### src/design/cck_consts.vh
`ifndef CCK_CONSTS_VH
`define CCK_CONSTS_VH

// register byte offsets
`define CCK_OFS_CFG        8'h00
`define CCK_OFS_PASS       8'h04
`define CCK_OFS_FAIL       8'h08
`define CCK_OFS_CAP_TX     8'h0c
`define CCK_OFS_CAP_RX     8'h10
`define CCK_OFS_LMR        8'h14
`define CCK_OFS_TX_SEQ     8'h18
`define CCK_OFS_RX_SEQ     8'h1c
`define CCK_OFS_PEER_ID    8'h20
`define CCK_OFS_GROUP_ID   8'h24
`define CCK_OFS_MODE       8'h28
`define CCK_OFS_LM_STAT    8'h2c

// config/status word fields
`define CCK_CFG_RESET      32'h0000_0100
`define CCK_CFG_WMASK      32'h0017_ffff
`define CCK_B_SEQ_CHK      20
`define CCK_F_MISS_HI      18
`define CCK_F_MISS_LO      16
`define CCK_F_PRIO_HI      15
`define CCK_F_PRIO_LO      13
`define CCK_F_PER_HI       12
`define CCK_F_PER_LO       10
`define CCK_B_GROUP_CHK    9
`define CCK_B_PEER_CHK     8
`define CCK_B_PER_ERR      7
`define CCK_B_PRIO_ERR     6
`define CCK_B_ZERO_ERR     5
`define CCK_B_RDI          4
`define CCK_B_PEER_ERR     2
`define CCK_B_GROUP_ERR    1
`define CCK_B_LEVEL_ERR    0

// mode register fields
`define CCK_B_UP_MODE      0
`define CCK_F_LEVEL_HI     3
`define CCK_F_LEVEL_LO     1

// lm status register fields (overruns and sequence sticky are write-1-to-clear)
`define CCK_B_LMM_VLD      0
`define CCK_B_CCLM_VLD     1
`define CCK_B_LMR_VLD      2
`define CCK_B_LMM_OVR      4
`define CCK_B_CCLM_OVR     5
`define CCK_B_LMR_OVR      6
`define CCK_B_SEQ_ERR      8

// received sequence tag positions in up-endpoint mode
`define CCK_F_TAG_CCLM_HI  20
`define CCK_F_TAG_CCLM_LO  16
`define CCK_F_TAG_LMR_HI   25
`define CCK_F_TAG_LMR_LO   21
`define CCK_F_TAG_LMM_HI   30
`define CCK_F_TAG_LMM_LO   26
`define CCK_SEQ_LOW_HI     15

`define CCK_MISS_LOC       3'h7
`define CCK_MISS_ONE       3'h1
`define CCK_PERIOD_ZERO    3'h0
`define CCK_ONE32          32'h0000_0001
`define CCK_ZERO32         32'h0000_0000

`endif

### src/design/cck_rx_check_lm_capture.v
`timescale 1ns/1ps
`default_nettype none
`include "cck_consts.vh"

module cck_rx_check_lm_capture (
  // clock and reset
  input  wire        clk,
  input  wire        sys_rst,
  // register port
  input  wire [7:0]  reg_addr,
  input  wire [31:0] reg_wdata,
  input  wire        reg_wr,
  input  wire        reg_rd,
  output reg  [31:0] reg_rdata,
  // received continuity check frame
  input  wire        rx_cc_valid,
  input  wire        rx_cc_lm,
  input  wire [15:0] rx_peer_id,
  input  wire [31:0] rx_group_id,
  input  wire [2:0]  rx_period,
  input  wire [2:0]  rx_priority,
  input  wire [2:0]  rx_level,
  input  wire        rx_remote_defect,
  input  wire [31:0] rx_sequence,
  input  wire [31:0] rx_far_tx_count,
  // loss measurement events
  input  wire        rx_lm_request,
  input  wire        rx_lm_reply,
  input  wire [4:0]  lm_rx_sequence_tag,
  input  wire        in_service,
  input  wire [31:0] rx_frame_counter,
  input  wire [31:0] rx_lm_counter,
  // continuity timing
  input  wire        half_period_tick,
  // transmit side values
  output reg  [31:0] tx_sequence,
  output reg  [31:0] far_tx_count,
  output reg  [31:0] local_rx_count,
  output reg         loss_of_continuity
);

  // ----------------------------------------------------------------
  // registers
  // ----------------------------------------------------------------
  reg [31:0] cc_check_config_status;
  reg [31:0] cc_rx_pass_count;
  reg [31:0] cc_rx_fail_count;
  reg [31:0] captured_far_tx_count;
  reg [31:0] captured_local_rx_count;
  reg [31:0] up_reply_rx_count_sample;
  reg [31:0] cc_tx_sequence;
  reg [31:0] cc_rx_expected_sequence;
  reg [15:0] expected_peer_id;
  reg [31:0] expected_group_id;
  reg        up_mode;
  reg [2:0]  expected_level;
  reg        lm_request_sample_valid;
  reg        cc_lm_sample_valid;
  reg        lm_reply_sample_valid;
  reg        lm_request_sample_overrun;
  reg        cc_lm_sample_overrun;
  reg        lm_reply_sample_overrun;
  reg        rx_sequence_error_sticky;

  // ----------------------------------------------------------------
  // helpers
  // ----------------------------------------------------------------
  function wr_hit;
    input [7:0] ofs;
    begin
      wr_hit = reg_wr && (reg_addr == ofs);
    end
  endfunction

  function rd_hit;
    input [7:0] ofs;
    begin
      rd_hit = reg_rd && (reg_addr == ofs);
    end
  endfunction

  // sticky: set wins over write-one clear
  function sticky_next;
    input cur;
    input set;
    input clr;
    begin
      sticky_next = set | (cur & ~clr);
    end
  endfunction

  // ----------------------------------------------------------------
  // frame checks
  // ----------------------------------------------------------------
  wire       peer_chk_en  = cc_check_config_status[`CCK_B_PEER_CHK];
  wire       group_chk_en = cc_check_config_status[`CCK_B_GROUP_CHK];
  wire       seq_chk_en   = cc_check_config_status[`CCK_B_SEQ_CHK];
  wire [2:0] cfg_period   = cc_check_config_status[`CCK_F_PER_HI:`CCK_F_PER_LO];
  wire [2:0] cfg_prio     = cc_check_config_status[`CCK_F_PRIO_HI:`CCK_F_PRIO_LO];
  wire [2:0] miss_cnt     = cc_check_config_status[`CCK_F_MISS_HI:`CCK_F_MISS_LO];

  wire peer_err  = peer_chk_en && (rx_peer_id != expected_peer_id);
  wire group_err = group_chk_en && (rx_group_id != expected_group_id);
  wire zero_err  = (rx_period == `CCK_PERIOD_ZERO);
  wire per_err   = !zero_err && (rx_period != cfg_period);
  wire prio_err  = (rx_priority != cfg_prio);
  wire level_err = (rx_level != expected_level);
  wire frame_bad = peer_err | group_err | zero_err | per_err | prio_err | level_err;
  wire frame_ok  = rx_cc_valid && !frame_bad;

  // up mode compares the low half only
  wire seq_mismatch = up_mode ?
    (rx_sequence[`CCK_SEQ_LOW_HI:0] != cc_rx_expected_sequence[`CCK_SEQ_LOW_HI:0]) :
    (rx_sequence != cc_rx_expected_sequence);
  wire seq_err_evt = rx_cc_valid && seq_chk_en && seq_mismatch;

  // up mode sample events
  wire lmm_evt  = up_mode && rx_lm_request;
  wire cclm_evt = up_mode && rx_cc_valid && rx_cc_lm;
  wire lmr_evt  = up_mode && rx_lm_reply;

  // processor reads that consume an up mode sample
  wire lmm_rd  = up_mode && rd_hit(`CCK_OFS_CAP_TX);
  wire cclm_rd = up_mode && rd_hit(`CCK_OFS_CAP_RX);
  wire lmr_rd  = up_mode && rd_hit(`CCK_OFS_LMR);

  // ----------------------------------------------------------------
  // missed half period count
  // ----------------------------------------------------------------
  reg [2:0] next_miss;

  always @* begin
    next_miss = miss_cnt;
    if (wr_hit(`CCK_OFS_CFG)) begin
      next_miss = reg_wdata[`CCK_F_MISS_HI:`CCK_F_MISS_LO];
    end
    if (half_period_tick && (next_miss != `CCK_MISS_LOC)) begin
      next_miss = next_miss + `CCK_MISS_ONE;
    end
    if (frame_ok) begin
      next_miss = 3'h0;
    end
  end

  // ----------------------------------------------------------------
  // config and status word
  // ----------------------------------------------------------------
  always @(posedge clk) begin
    if (sys_rst) begin
      cc_check_config_status <= `CCK_CFG_RESET;
    end else begin
      if (wr_hit(`CCK_OFS_CFG)) begin
        cc_check_config_status <= reg_wdata & `CCK_CFG_WMASK;
      end
      cc_check_config_status[`CCK_F_MISS_HI:`CCK_F_MISS_LO] <= next_miss;
      if (rx_cc_valid) begin
        cc_check_config_status[`CCK_B_PER_ERR]   <= per_err;
        cc_check_config_status[`CCK_B_PRIO_ERR]  <= prio_err;
        cc_check_config_status[`CCK_B_ZERO_ERR]  <= zero_err;
        cc_check_config_status[`CCK_B_RDI]       <= rx_remote_defect;
        cc_check_config_status[`CCK_B_PEER_ERR]  <= peer_err;
        cc_check_config_status[`CCK_B_GROUP_ERR] <= group_err;
        cc_check_config_status[`CCK_B_LEVEL_ERR] <= level_err;
      end
    end
  end

  // ----------------------------------------------------------------
  // pass and fail counters, wrap at full scale
  // ----------------------------------------------------------------
  always @(posedge clk) begin
    if (sys_rst) begin
      cc_rx_pass_count <= `CCK_ZERO32;
      cc_rx_fail_count <= `CCK_ZERO32;
    end else begin
      if (frame_ok) begin
        cc_rx_pass_count <= cc_rx_pass_count + `CCK_ONE32;
      end else if (wr_hit(`CCK_OFS_PASS)) begin
        cc_rx_pass_count <= reg_wdata;
      end
      if (rx_cc_valid && frame_bad) begin
        cc_rx_fail_count <= cc_rx_fail_count + `CCK_ONE32;
      end else if (wr_hit(`CCK_OFS_FAIL)) begin
        cc_rx_fail_count <= reg_wdata;
      end
    end
  end

  // ----------------------------------------------------------------
  // loss measurement captures
  // ----------------------------------------------------------------
  always @(posedge clk) begin
    if (sys_rst) begin
      captured_far_tx_count    <= `CCK_ZERO32;
      captured_local_rx_count  <= `CCK_ZERO32;
      up_reply_rx_count_sample <= `CCK_ZERO32;
    end else begin
      if (lmm_evt) begin
        captured_far_tx_count <= rx_lm_counter;
      end else if (!up_mode && rx_cc_valid) begin
        captured_far_tx_count <= rx_far_tx_count;
      end else if (wr_hit(`CCK_OFS_CAP_TX)) begin
        captured_far_tx_count <= reg_wdata;
      end
      if (cclm_evt) begin
        captured_local_rx_count <= rx_lm_counter;
      end else if (!up_mode && rx_cc_valid && rx_cc_lm) begin
        captured_local_rx_count <= rx_frame_counter;
      end else if (wr_hit(`CCK_OFS_CAP_RX)) begin
        captured_local_rx_count <= reg_wdata;
      end
      if (lmr_evt) begin
        up_reply_rx_count_sample <= rx_lm_counter;
      end else if (wr_hit(`CCK_OFS_LMR)) begin
        up_reply_rx_count_sample <= reg_wdata;
      end
    end
  end

  // ----------------------------------------------------------------
  // valid bits and overrun stickies
  // ----------------------------------------------------------------
  wire stat_wr = wr_hit(`CCK_OFS_LM_STAT);

  always @(posedge clk) begin
    if (sys_rst) begin
      lm_request_sample_valid   <= 1'b0;
      cc_lm_sample_valid        <= 1'b0;
      lm_reply_sample_valid     <= 1'b0;
      lm_request_sample_overrun <= 1'b0;
      cc_lm_sample_overrun      <= 1'b0;
      lm_reply_sample_overrun   <= 1'b0;
      rx_sequence_error_sticky  <= 1'b0;
    end else begin
      // a new sample wins over the read that consumes the old one
      lm_request_sample_valid <= sticky_next(lm_request_sample_valid, lmm_evt, lmm_rd);
      cc_lm_sample_valid      <= sticky_next(cc_lm_sample_valid, cclm_evt, cclm_rd);
      lm_reply_sample_valid   <= sticky_next(lm_reply_sample_valid, lmr_evt, lmr_rd);
      lm_request_sample_overrun <= sticky_next(lm_request_sample_overrun,
        lmm_evt && lm_request_sample_valid && !lmm_rd,
        stat_wr && reg_wdata[`CCK_B_LMM_OVR]);
      cc_lm_sample_overrun <= sticky_next(cc_lm_sample_overrun,
        cclm_evt && cc_lm_sample_valid && !cclm_rd,
        stat_wr && reg_wdata[`CCK_B_CCLM_OVR]);
      lm_reply_sample_overrun <= sticky_next(lm_reply_sample_overrun,
        lmr_evt && lm_reply_sample_valid && !lmr_rd,
        stat_wr && reg_wdata[`CCK_B_LMR_OVR]);
      rx_sequence_error_sticky <= sticky_next(rx_sequence_error_sticky, seq_err_evt,
        stat_wr && reg_wdata[`CCK_B_SEQ_ERR]);
    end
  end

  // ----------------------------------------------------------------
  // sequence registers
  // ----------------------------------------------------------------
  always @(posedge clk) begin
    if (sys_rst) begin
      cc_tx_sequence          <= `CCK_ZERO32;
      cc_rx_expected_sequence <= `CCK_ZERO32;
    end else begin
      if (wr_hit(`CCK_OFS_TX_SEQ)) begin
        cc_tx_sequence <= reg_wdata;
      end
      if (!up_mode && rx_cc_valid) begin
        cc_rx_expected_sequence <= rx_sequence + `CCK_ONE32;
      end else begin
        if (wr_hit(`CCK_OFS_RX_SEQ)) begin
          cc_rx_expected_sequence <= reg_wdata;
        end
        if (up_mode && rx_cc_valid && rx_cc_lm) begin
          cc_rx_expected_sequence[`CCK_F_TAG_CCLM_HI:`CCK_F_TAG_CCLM_LO] <=
            lm_rx_sequence_tag;
        end
        if (lmr_evt && in_service) begin
          cc_rx_expected_sequence[`CCK_F_TAG_LMR_HI:`CCK_F_TAG_LMR_LO] <=
            lm_rx_sequence_tag;
        end
        if (lmm_evt) begin
          cc_rx_expected_sequence[`CCK_F_TAG_LMM_HI:`CCK_F_TAG_LMM_LO] <=
            lm_rx_sequence_tag;
        end
      end
    end
  end

  // ----------------------------------------------------------------
  // own configuration
  // ----------------------------------------------------------------
  always @(posedge clk) begin
    if (sys_rst) begin
      expected_peer_id  <= 16'h0000;
      expected_group_id <= `CCK_ZERO32;
      up_mode           <= 1'b0;
      expected_level    <= 3'h0;
    end else begin
      if (wr_hit(`CCK_OFS_PEER_ID)) begin
        expected_peer_id <= reg_wdata[15:0];
      end
      if (wr_hit(`CCK_OFS_GROUP_ID)) begin
        expected_group_id <= reg_wdata;
      end
      if (wr_hit(`CCK_OFS_MODE)) begin
        up_mode        <= reg_wdata[`CCK_B_UP_MODE];
        expected_level <= reg_wdata[`CCK_F_LEVEL_HI:`CCK_F_LEVEL_LO];
      end
    end
  end

  // ----------------------------------------------------------------
  // read data and outputs
  // ----------------------------------------------------------------
  reg [31:0] next_rdata;

  always @* begin
    next_rdata = `CCK_ZERO32;
    case (reg_addr)
      `CCK_OFS_CFG:      next_rdata = cc_check_config_status;
      `CCK_OFS_PASS:     next_rdata = cc_rx_pass_count;
      `CCK_OFS_FAIL:     next_rdata = cc_rx_fail_count;
      `CCK_OFS_CAP_TX:   next_rdata = captured_far_tx_count;
      `CCK_OFS_CAP_RX:   next_rdata = captured_local_rx_count;
      `CCK_OFS_LMR:      next_rdata = up_reply_rx_count_sample;
      `CCK_OFS_TX_SEQ:   next_rdata = cc_tx_sequence;
      `CCK_OFS_RX_SEQ:   next_rdata = cc_rx_expected_sequence;
      `CCK_OFS_PEER_ID:  next_rdata[15:0] = expected_peer_id;
      `CCK_OFS_GROUP_ID: next_rdata = expected_group_id;
      `CCK_OFS_MODE: begin
        next_rdata[`CCK_B_UP_MODE] = up_mode;
        next_rdata[`CCK_F_LEVEL_HI:`CCK_F_LEVEL_LO] = expected_level;
      end
      `CCK_OFS_LM_STAT: begin
        next_rdata[`CCK_B_LMM_VLD]  = lm_request_sample_valid;
        next_rdata[`CCK_B_CCLM_VLD] = cc_lm_sample_valid;
        next_rdata[`CCK_B_LMR_VLD]  = lm_reply_sample_valid;
        next_rdata[`CCK_B_LMM_OVR]  = lm_request_sample_overrun;
        next_rdata[`CCK_B_CCLM_OVR] = cc_lm_sample_overrun;
        next_rdata[`CCK_B_LMR_OVR]  = lm_reply_sample_overrun;
        next_rdata[`CCK_B_SEQ_ERR]  = rx_sequence_error_sticky;
      end
      default:           next_rdata = `CCK_ZERO32;
    endcase
  end

  always @(posedge clk) begin
    if (sys_rst) begin
      reg_rdata          <= `CCK_ZERO32;
      tx_sequence        <= `CCK_ZERO32;
      far_tx_count       <= `CCK_ZERO32;
      local_rx_count     <= `CCK_ZERO32;
      loss_of_continuity <= 1'b0;
    end else begin
      reg_rdata          <= reg_rd ? next_rdata : `CCK_ZERO32;
      tx_sequence        <= cc_tx_sequence;
      far_tx_count       <= captured_far_tx_count;
      local_rx_count     <= captured_local_rx_count;
      loss_of_continuity <= (next_miss == `CCK_MISS_LOC);
    end
  end

endmodule // cck_rx_check_lm_capture

`default_nettype wire

### config.mk
export PLATFORM = sky130hd
export DESIGN_NAME = cck_rx_check_lm_capture
export DESIGN_NICKNAME = d
export VERILOG_FILES = /design/src/design/cck_rx_check_lm_capture.v
export VERILOG_INCLUDE_DIRS = /design/src /design/src/design
export SDC_FILE = /design/constraint.sdc
export NUM_CORES = 1
export LEC_CHECK = 0
export ABC_CLOCK_PERIOD_IN_PS = 4280
export BUFFER_PORTS_ARGS = -buffer_cell sky130_fd_sc_hd__buf_4
export CORE_MARGIN = 4
export CORE_UTILIZATION = 45
export CTS_CLUSTER_SIZE = 24
export DETAILED_ROUTE_END_ITERATION = 7
export PLACE_DENSITY_LB_ADDON = 0.2
export SKIP_CTS_REPAIR_TIMING = 1
export SYNTH_ARGS = -nofsm -noshare
export SYNTH_HDL_FRONTEND = slang
export SYNTH_SLANG_ARGS = --single-unit
### constraint.sdc
create_clock -name clk -period 4.28 [get_ports clk]
set_input_delay 0.856 -clock clk [delete_from_list [all_inputs] [get_ports clk]]
set_output_delay 0.856 -clock clk [all_outputs]
set_load 0.01 [all_outputs]
==> results of run 1 <==
critical path, stage by stage:
cell and delay [ps]:
sky130_fd_sc_hd__buf_4 120, sky130_fd_sc_hd__or4_1 560, sky130_fd_sc_hd__nor2_1 430, sky130_fd_sc_hd__nand2_1 230, sky130_fd_sc_hd__mux2i_1 390, sky130_fd_sc_hd__inv_1 100, sky130_fd_sc_hd__ha_1 210, sky130_fd_sc_hd__ha_1 200
sky130_fd_sc_hd__nand2b_1 220, sky130_fd_sc_hd__a2111oi_0 580, sky130_fd_sc_hd__nor2b_1 210
final cells by class:
cell class / instances / share of cell area
clock inverter: 15 / 0.0101
clock buffer: 68 / 0.0542
inverter: 25 / 0.00367
tap: 600 / 0.0293
sequential: 432 / 0.338
multi-input combinational: 1869 / 0.438
timing repair buffer: 427 / 0.127
worst min-delay path by stage:
stage / to / start / cells after the start / slack [ps]
floorplan: cc_check_config_status[3] / cc_check_config_status[3] / 2 / 440
global placement: cc_tx_sequence[1] / cc_tx_sequence[1] / 2 / 450
detailed placement: cc_tx_sequence[1] / cc_tx_sequence[1] / 2 / 460
CTS: cc_tx_sequence[1] / cc_tx_sequence[1] / 2 / 470
global route: cc_tx_sequence[2] / cc_tx_sequence[2] / 2 / 490
finish: cc_tx_sequence[2] / cc_tx_sequence[2] / 2 / 470
logic make-up (layout without fill, tap and decap cells):
kind of cell,after synthesis,after routing,share of synthesized area
multiplexers,31,31,0.0150
AND/OR/NAND/NOR,1076,1076,0.243
AO/OA/AOI/OAI,636,636,0.222
adder cells (fa/ha/maj),5,5,0.00300
flip-flops,432,432,0.415
XOR/XNOR,121,121,0.0508
buffers and inverters,266,535,0.0510
routing by layer:
| metal | global-route usage | wire, um | vias to the layer above |
|---|---|---|---|
| li1 | - | - | 9803 |
| met1 | 0.506 | 38000 | 10600 |
| met2 | 0.520 | 39500 | 1556 |
| met3 | 0.115 | 13800 | 208 |
| met4 | 0.111 | 3110 | 4 |
| met5 | 0 | 25 | - |
stage by stage:
| step | setup WS [ps] | std cells |
|---|---|---|
| floorplan | 668 | 2567 |
| global placement | 338 | 3353 |
| detailed placement | 139 | 3353 |
| CTS | 737 | 3436 |
| global route | 517 | 3436 |
| finish | 690 | 3436 |
power by group through the flow:
| stage | combinational (mW) | sequential (mW) | clock (mW) |
|---|---|---|---|
| 2_1_floorplan | 0.421 | 4.27 | 0 |
| 3_3_place_gp | 0.866 | 4.32 | 0 |
| 3_5_place_dp | 0.879 | 4.32 | 0 |
| 4_1_cts | 0.883 | 4.24 | 4.39 |
| 5_1_grt | 0.955 | 4.25 | 4.55 |
| 6_report | 0.905 | 4.25 | 4.37 |
cell usage in the layout (no fill, tap or decap), types with 7 or more instances in the layout:
cell type / synthesis / layout
sky130_fd_sc_hd__nor2_2: 4 / 10
sky130_fd_sc_hd__dfxtp_1: 432 / 431
sky130_fd_sc_hd__and4_1: 12 / 12
sky130_fd_sc_hd__nor3b_1: 9 / 9
sky130_fd_sc_hd__a22oi_1: 65 / 65
sky130_fd_sc_hd__a211oi_1: 47 / 47
sky130_fd_sc_hd__a21oi_1: 171 / 170
sky130_fd_sc_hd__nor2b_1: 103 / 103
sky130_fd_sc_hd__a31oi_1: 38 / 38
sky130_fd_sc_hd__inv_1: 25 / 25
sky130_fd_sc_hd__and3_1: 28 / 28
sky130_fd_sc_hd__nand4_1: 35 / 35
sky130_fd_sc_hd__a222oi_1: 53 / 53
sky130_fd_sc_hd__a221oi_1: 28 / 28
sky130_fd_sc_hd__clkbuf_8: 0 / 11
sky130_fd_sc_hd__nor3_1: 48 / 48
sky130_fd_sc_hd__and2_1: 14 / 12
sky130_fd_sc_hd__buf_4: 4 / 423
sky130_fd_sc_hd__a311oi_1: 97 / 97
sky130_fd_sc_hd__a22o_1: 11 / 11
sky130_fd_sc_hd__xor2_1: 55 / 55
sky130_fd_sc_hd__o21ai_0: 41 / 41
sky130_fd_sc_hd__or3_1: 10 / 10
sky130_fd_sc_hd__nor2_1: 223 / 215
sky130_fd_sc_hd__nand2_1: 392 / 390
sky130_fd_sc_hd__nand2b_1: 7 / 7
sky130_fd_sc_hd__a21o_1: 7 / 7
sky130_fd_sc_hd__xnor2_1: 66 / 66
sky130_fd_sc_hd__clkbuf_16: 0 / 48
sky130_fd_sc_hd__nor4_1: 26 / 26
sky130_fd_sc_hd__mux2i_1: 29 / 29
sky130_fd_sc_hd__or4_1: 7 / 7
sky130_fd_sc_hd__clkbuf_1: 190 / 9
sky130_fd_sc_hd__o221ai_1: 18 / 18
sky130_fd_sc_hd__nand3_1: 135 / 135
==> flow_summary.rst, run 1 <==
.. list-table::
   :header-rows: 1

   * - Metric
     - Value
   * - Status
     - complete, but fails checks
   * - Violations in the final reports
     - design-rule violations
   * - Library cell used as clock root buffer
     - sky130_fd_sc_hd__clkbuf_16
   * - Initial core utilization
     - 0.458
   * - Area delta synth->final
     - 22.7%
   * - Critical Path Fanout Max
     - 5
   * - Post-synth EDFFs
     - 0
   * - Largest net degree at the start of global routing
     - 128
   * - Total Power Consumption
     - 9.52 mW
   * - Most used standard cells in the synthesized netlist
     - sky130_fd_sc_hd__dfxtp_1 (432), sky130_fd_sc_hd__nand2_1 (392), sky130_fd_sc_hd__nor2_1 (223)
   * - Pins Over Slew Limit
     - 0
   * - Total length of routed wires
     - 94500 um
   * - CTS tree
     - yes
   * - Primary FF master, synth
     - sky130_fd_sc_hd__dfxtp_1
   * - Mapped Cells
     - 2567
   * - Routed wirelength normalized by instance count
     - 27.5 um
   * - Portion of the post-synthesis area used by sequential elements
     - 0.415
   * - Sequential cell area
     - 8650 um2
   * - Clock share of power
     - 0.459
   * - Buffers from clock root to sink, at most
     - 3
   * - Number of failing hold endpoints at the final stage
     - 0
   * - Die area
     - 49900 um2
   * - Required time worst endpoint
     - 4800 ps
   * - Total number of vias
     - 22200
   * - Register bit total from synthesis
     - 432
   * - Via count of the first global-routing pass
     - 20600
   * - Core Util, Final
     - 0.561
   * - Combined area of all synthesized cells
     - 20900 um2
   * - FFs w/ async S/R, synth
     - 0
   * - Net switching power
     - 2.43 mW
   * - CTS H-tree lvls
     - 2
   * - Final setup violation count
     - 0
   * - Highest ir drop seen on vdd
     - 0.333 mV
   * - Number of buffers created by CTS
     - 48
   * - Avg Vias per Cell
     - 6.46
   * - Share of the cycle needed by the critical path after routing
     - 0.839
   * - Number of antenna violations at the first check in global routing
     - 3
   * - Total cell area at the placement stage
     - 23900 um2
   * - Most common cell in the synthesized netlist
     - sky130_fd_sc_hd__dfxtp_1
   * - Setup crit end kind
     - register
   * - Multi-input combinational cell area
     - 11200 um2
   * - Launching element of the worst setup path
     - reg_addr[4]
   * - Combined global-route utilization of all metal layers
     - 0.358
   * - CP endpoint
     - loss_of_continuity
   * - Share of the synthesized area in the top cell type
     - 0.415
   * - Estimated wirelength of the detail-placed design
     - 69200 um
   * - Average instance area after synthesis
     - 8.13 um2
   * - Startpoint type of the worst setup path
     - primary input
   * - Routability cong.
     - 1.01
   * - Count of cell types in the netlist
     - 80
   * - Aggregate global routing overflow
     - 0
   * - Arr. time, crit path
     - 4110 ps
   * - Yosys warns
     - 0
   * - Number of antenna-violating nets in the routed design
     - 0
   * - Class of the most critical setup path
     - in2reg
   * - Initial DRT Pass Iterations
     - 8
   * - Post-route cell area
     - 25600 um2
   * - Cell internal pwr
     - 7.09 mW
   * - Global-route wire length before repair
     - 137000 um
   * - Cell type contributing the most total cell area after synthesis
     - sky130_fd_sc_hd__dfxtp_1
   * - Die X-Extent
     - 223 um
   * - Hold slack
     - 471 ps
   * - Part of the total power dissipated in sequential elements
     - 0.446
   * - Class of the tightest hold or removal check
     - reg2reg
   * - FMAX
     - 279 MHz
   * - Mapped Nets
     - 2813
   * - Proportion of layout cells with a drive suffix above 1
     - 0.193
   * - Switching Fraction
     - 0.255
   * - Worst R2R Path Depth
     - 8
   * - Setup repair after global routing missed its margin
     - false
   * - Top-level port count
     - 370
   * - Number of fill cells in the layout
     - 4139
   * - Diode count
     - 0
   * - Total of max-cap violations
     - 0
   * - P_leak
     - 9.46 nW
   * - Most area-consuming cells after synthesis
     - sky130_fd_sc_hd__dfxtp_1 (41%), sky130_fd_sc_hd__nand2_1 (7.1%), sky130_fd_sc_hd__a21oi_1 (4.1%)
   * - Comb pwr share
     - 0.095
   * - DRC violation total after the first TritonRoute iteration
     - 4056
   * - Worst reg2reg path startpoint
     - expected_group_id[1]
   * - Remaining DRCs
     - 48
   * - Reg-to-reg endpoint
     - cc_rx_fail_count[26]
   * - Row count
     - 78
   * - Clock Latency Late Sink
     - 600 ps
   * - Power per unit of standard cell area
     - 372 nW/um2
   * - Relative slew slack
     - 0.392
   * - Final-stage net count
     - 3049
   * - Slew of the pin with the lowest slew margin
     - 906 ps
   * - Clock-pin slew of the registers on the worst-case setup and hold paths
     - 60 ps
   * - Total of buffers placed on input and output ports
     - 369
   * - Setup slack of the most critical reg-to-reg path
     - 930 ps
   * - Number of sinks on the clock net
     - 432
   * - Clock Skew
     - 24.6 ps
   * - Core box area
     - 45600 um2
   * - Crit path time final
     - 3590 ps
   * - Die H
     - 223 um
   * - Summed negative setup slack over all endpoints
     - 0 ps
Note: power is estimated with default switching activity, not from simulation.
==> inputs of run 2 (changes only) <==
--- a/config.mk
+++ b/config.mk
@@ -6,7 +6,7 @@
 export SDC_FILE = /design/constraint.sdc
 export NUM_CORES = 1
 export LEC_CHECK = 0
-export ABC_CLOCK_PERIOD_IN_PS = 4280
+export ABC_CLOCK_PERIOD_IN_PS = 3600
 export BUFFER_PORTS_ARGS = -buffer_cell sky130_fd_sc_hd__buf_4
 export CORE_MARGIN = 4
 export CORE_UTILIZATION = 45
==> constraint.sdc (replaced) <==
create_clock -name clk -period 3.6 [get_ports clk]
set_input_delay 0.72 -clock clk [delete_from_list [all_inputs] [get_ports clk]]
set_output_delay 0.72 -clock clk [all_outputs]
set_load 0.01 [all_outputs]
==> flow_summary.rst, run 2 (same netlist as run 1, synthesis figures left out) <==
.. list-table::
   :header-rows: 1

   * - Metric
     - Value
   * - Buffers from clock root to sink, at most
     - 3 (unchanged)
   * - Met2 track demand over resource in global routing
     - 0.518 (was 0.520)
   * - Remaining DRCs
     - 14 (was 48)
   * - Most common cell after layout, fill and taps aside
     - sky130_fd_sc_hd__buf_4 (was sky130_fd_sc_hd__dfxtp_1)
   * - Crit path time final
     - 3050 ps
   * - Clock Skew
     - 11.0 ps (was 24.6 ps)
   * - Number of failing hold endpoints at the final stage
     - 0 (unchanged)
   * - Initial core utilization
     - 0.458 (unchanged)
   * - P_leak
     - 9.54 nW (was 9.46 nW)
   * - CTS H-tree lvls
     - 2 (unchanged)
   * - Commonest cells after routing, fill and taps aside
     - sky130_fd_sc_hd__buf_4 (439), sky130_fd_sc_hd__dfxtp_1 (431), sky130_fd_sc_hd__nand2_1 (390) (was sky130_fd_sc_hd__dfxtp_1 (431), sky130_fd_sc_hd__buf_4 (423), sky130_fd_sc_hd__nand2_1 (390))
   * - Startpoint type of the worst setup path
     - register (was primary input)
   * - Routing usage on met3
     - 0.149 (was 0.115)
   * - Largest net degree at the start of global routing
     - 117 (was 128)
   * - Combined global-route utilization of all metal layers
     - 0.361 (was 0.358)
   * - Hold slack
     - 353 ps (was 471 ps)
   * - Via count of the first global-routing pass
     - 20600 (about the same)
   * - Class of the tightest hold or removal check
     - in2reg (was reg2reg)
   * - Avg Vias per Cell
     - 6.42 (was 6.46)
   * - Final-stage net count
     - 3068 (was 3049)
   * - Required time worst endpoint
     - 4070 ps (was 4800 ps)
   * - Proportion of layout cells with a drive suffix above 1
     - 0.197 (was 0.193)
   * - Number of antenna-violating nets in the routed design
     - 0 (unchanged)
   * - Arr. time, crit path
     - 3520 ps (was 4110 ps)
   * - DRC violation total after the first TritonRoute iteration
     - 3487 (was 4056)
   * - Number of antenna violations at the first check in global routing
     - 3 (unchanged)
   * - Total of buffers placed on input and output ports
     - 369 (unchanged)
   * - Setup repair after global routing missed its margin
     - false (unchanged)
   * - Initial DRT Pass Iterations
     - 8 (unchanged)
   * - Violations in the final reports
     - design-rule violations (unchanged)
   * - Estimated wirelength of the detail-placed design
     - 70300 um (was 69200 um)
   * - Die H
     - 223 um (unchanged)
   * - Final setup violation count
     - 0 (unchanged)
   * - Routability cong.
     - 0.983 (was 1.01)
   * - Highest ir drop seen on vdd
     - 0.370 mV (was 0.333 mV)
   * - Status
     - complete, but fails checks (unchanged)
   * - Relative slew slack
     - 0.218 (was 0.392)
   * - Library cell used as clock root buffer
     - sky130_fd_sc_hd__clkbuf_16 (unchanged)
   * - Global-route wire length before repair
     - 137000 um (about the same)
   * - Die area
     - 49900 um2 (unchanged)
   * - Share of the cycle needed by the critical path after routing
     - 0.849
   * - Aggregate global routing overflow
     - 0 (unchanged)
   * - FMAX
     - 327 MHz
   * - Total number of vias
     - 22200 (about the same)
   * - Pins Over Slew Limit
     - 0 (unchanged)
   * - Number of sinks on the clock net
     - 432 (unchanged)
   * - CTS tree
     - yes (unchanged)
   * - Most utilized layer in the global route result
     - met2 (unchanged)
   * - Total of max-cap violations
     - 0 (unchanged)
   * - Setup crit end kind
     - register (unchanged)
   * - Row count
     - 78 (unchanged)
   * - Critical Path Fanout Max
     - 23 (was 5)
   * - Summed negative setup slack over all endpoints
     - 0 ps (unchanged)
   * - Routed wirelength normalized by instance count
     - 27.6 um (was 27.5 um)
   * - Class of the most critical setup path
     - reg2reg (was in2reg)
   * - Area delta synth->final
     - 23.3% (was 22.7%)
   * - Global routing met1 resource utilization
     - 0.488 (was 0.506)
   * - Die X-Extent
     - 223 um (unchanged)
   * - Slew of the pin with the lowest slew margin
     - 1170 ps (was 906 ps)
   * - Clock Latency Late Sink
     - 590 ps (was 600 ps)
   * - Number of buffers created by CTS
     - 46 (was 48)
   * - Total length of routed wires
     - 95400 um (was 94500 um)
   * - Top-level port count
     - 370 (unchanged)
   * - Clock-pin slew of the registers on the worst-case setup and hold paths
     - 60 ps (about the same)
   * - Core box area
     - 45600 um2 (unchanged)
   * - Power per unit of standard cell area
     - 432 nW/um2 (was 372 nW/um2)
run 2: worst paths after layout:
check | from | end | slack (ps) | cells past startpoint
max reg2reg | cc_check_config_status[15] | cc_rx_pass_count[24] | 550 | 7
max | cc_check_config_status[15] | cc_rx_pass_count[24] | 550 | 7
min | rx_sequence[0] | cc_rx_expected_sequence[0] | 350 | 2
min reg2reg | cc_tx_sequence[1] | cc_tx_sequence[1] | 470 | 2
run 2: final cells by class:
class	instances	area [um2]
timing repair buffer	448	3470
tap	600	751
inverter	25	93.8
antenna	1	2.50
fill	4189	19900
sequential	432	8650
clock inverter	11	178
clock buffer	69	1380
multi-input combinational	1869	11200
run 2: where the power goes:
part | total, mW | internal (mW) | switching (mW)
Clock | 4.98 | 2.93 | 2.05
Combinational | 1.08 | 0.434 | 0.649
Sequential | 5.05 | 4.90 | 0.153
Total | 11.1 | 8.26 | 2.85
run 2: per-layer routing:
layer	wire, um	vias to the layer above
met5	17	-
met4	3780	4
met3	14400	246
met2	39600	1539
met1	37600	10500
li1	-	9845
run 2: metrics by stage:
stage               setup WS, ps  area, um2  utilization  total power, mW  instances
global route                 295      25700        0.564             11.4       3454
detailed placement          37.8      24200        0.530             6.19       3374
global placement            86.6      24200        0.530             6.18       3374
CTS                          600      25700        0.564             11.1       3454
floorplan                    124      20900            -             5.57       2567
finish                       545      25700        0.564             11.1       3455
run 2: worst max-delay path: stages, from the launching register on:
cell	delay (ps)
sky130_fd_sc_hd__dfxtp_1	640
sky130_fd_sc_hd__xor2_1	190
sky130_fd_sc_hd__nor3_1	100
sky130_fd_sc_hd__and4_1	350
sky130_fd_sc_hd__and3_1	300
sky130_fd_sc_hd__a21oi_2	880
sky130_fd_sc_hd__nor2_1	80
sky130_fd_sc_hd__a2111oi_1	380
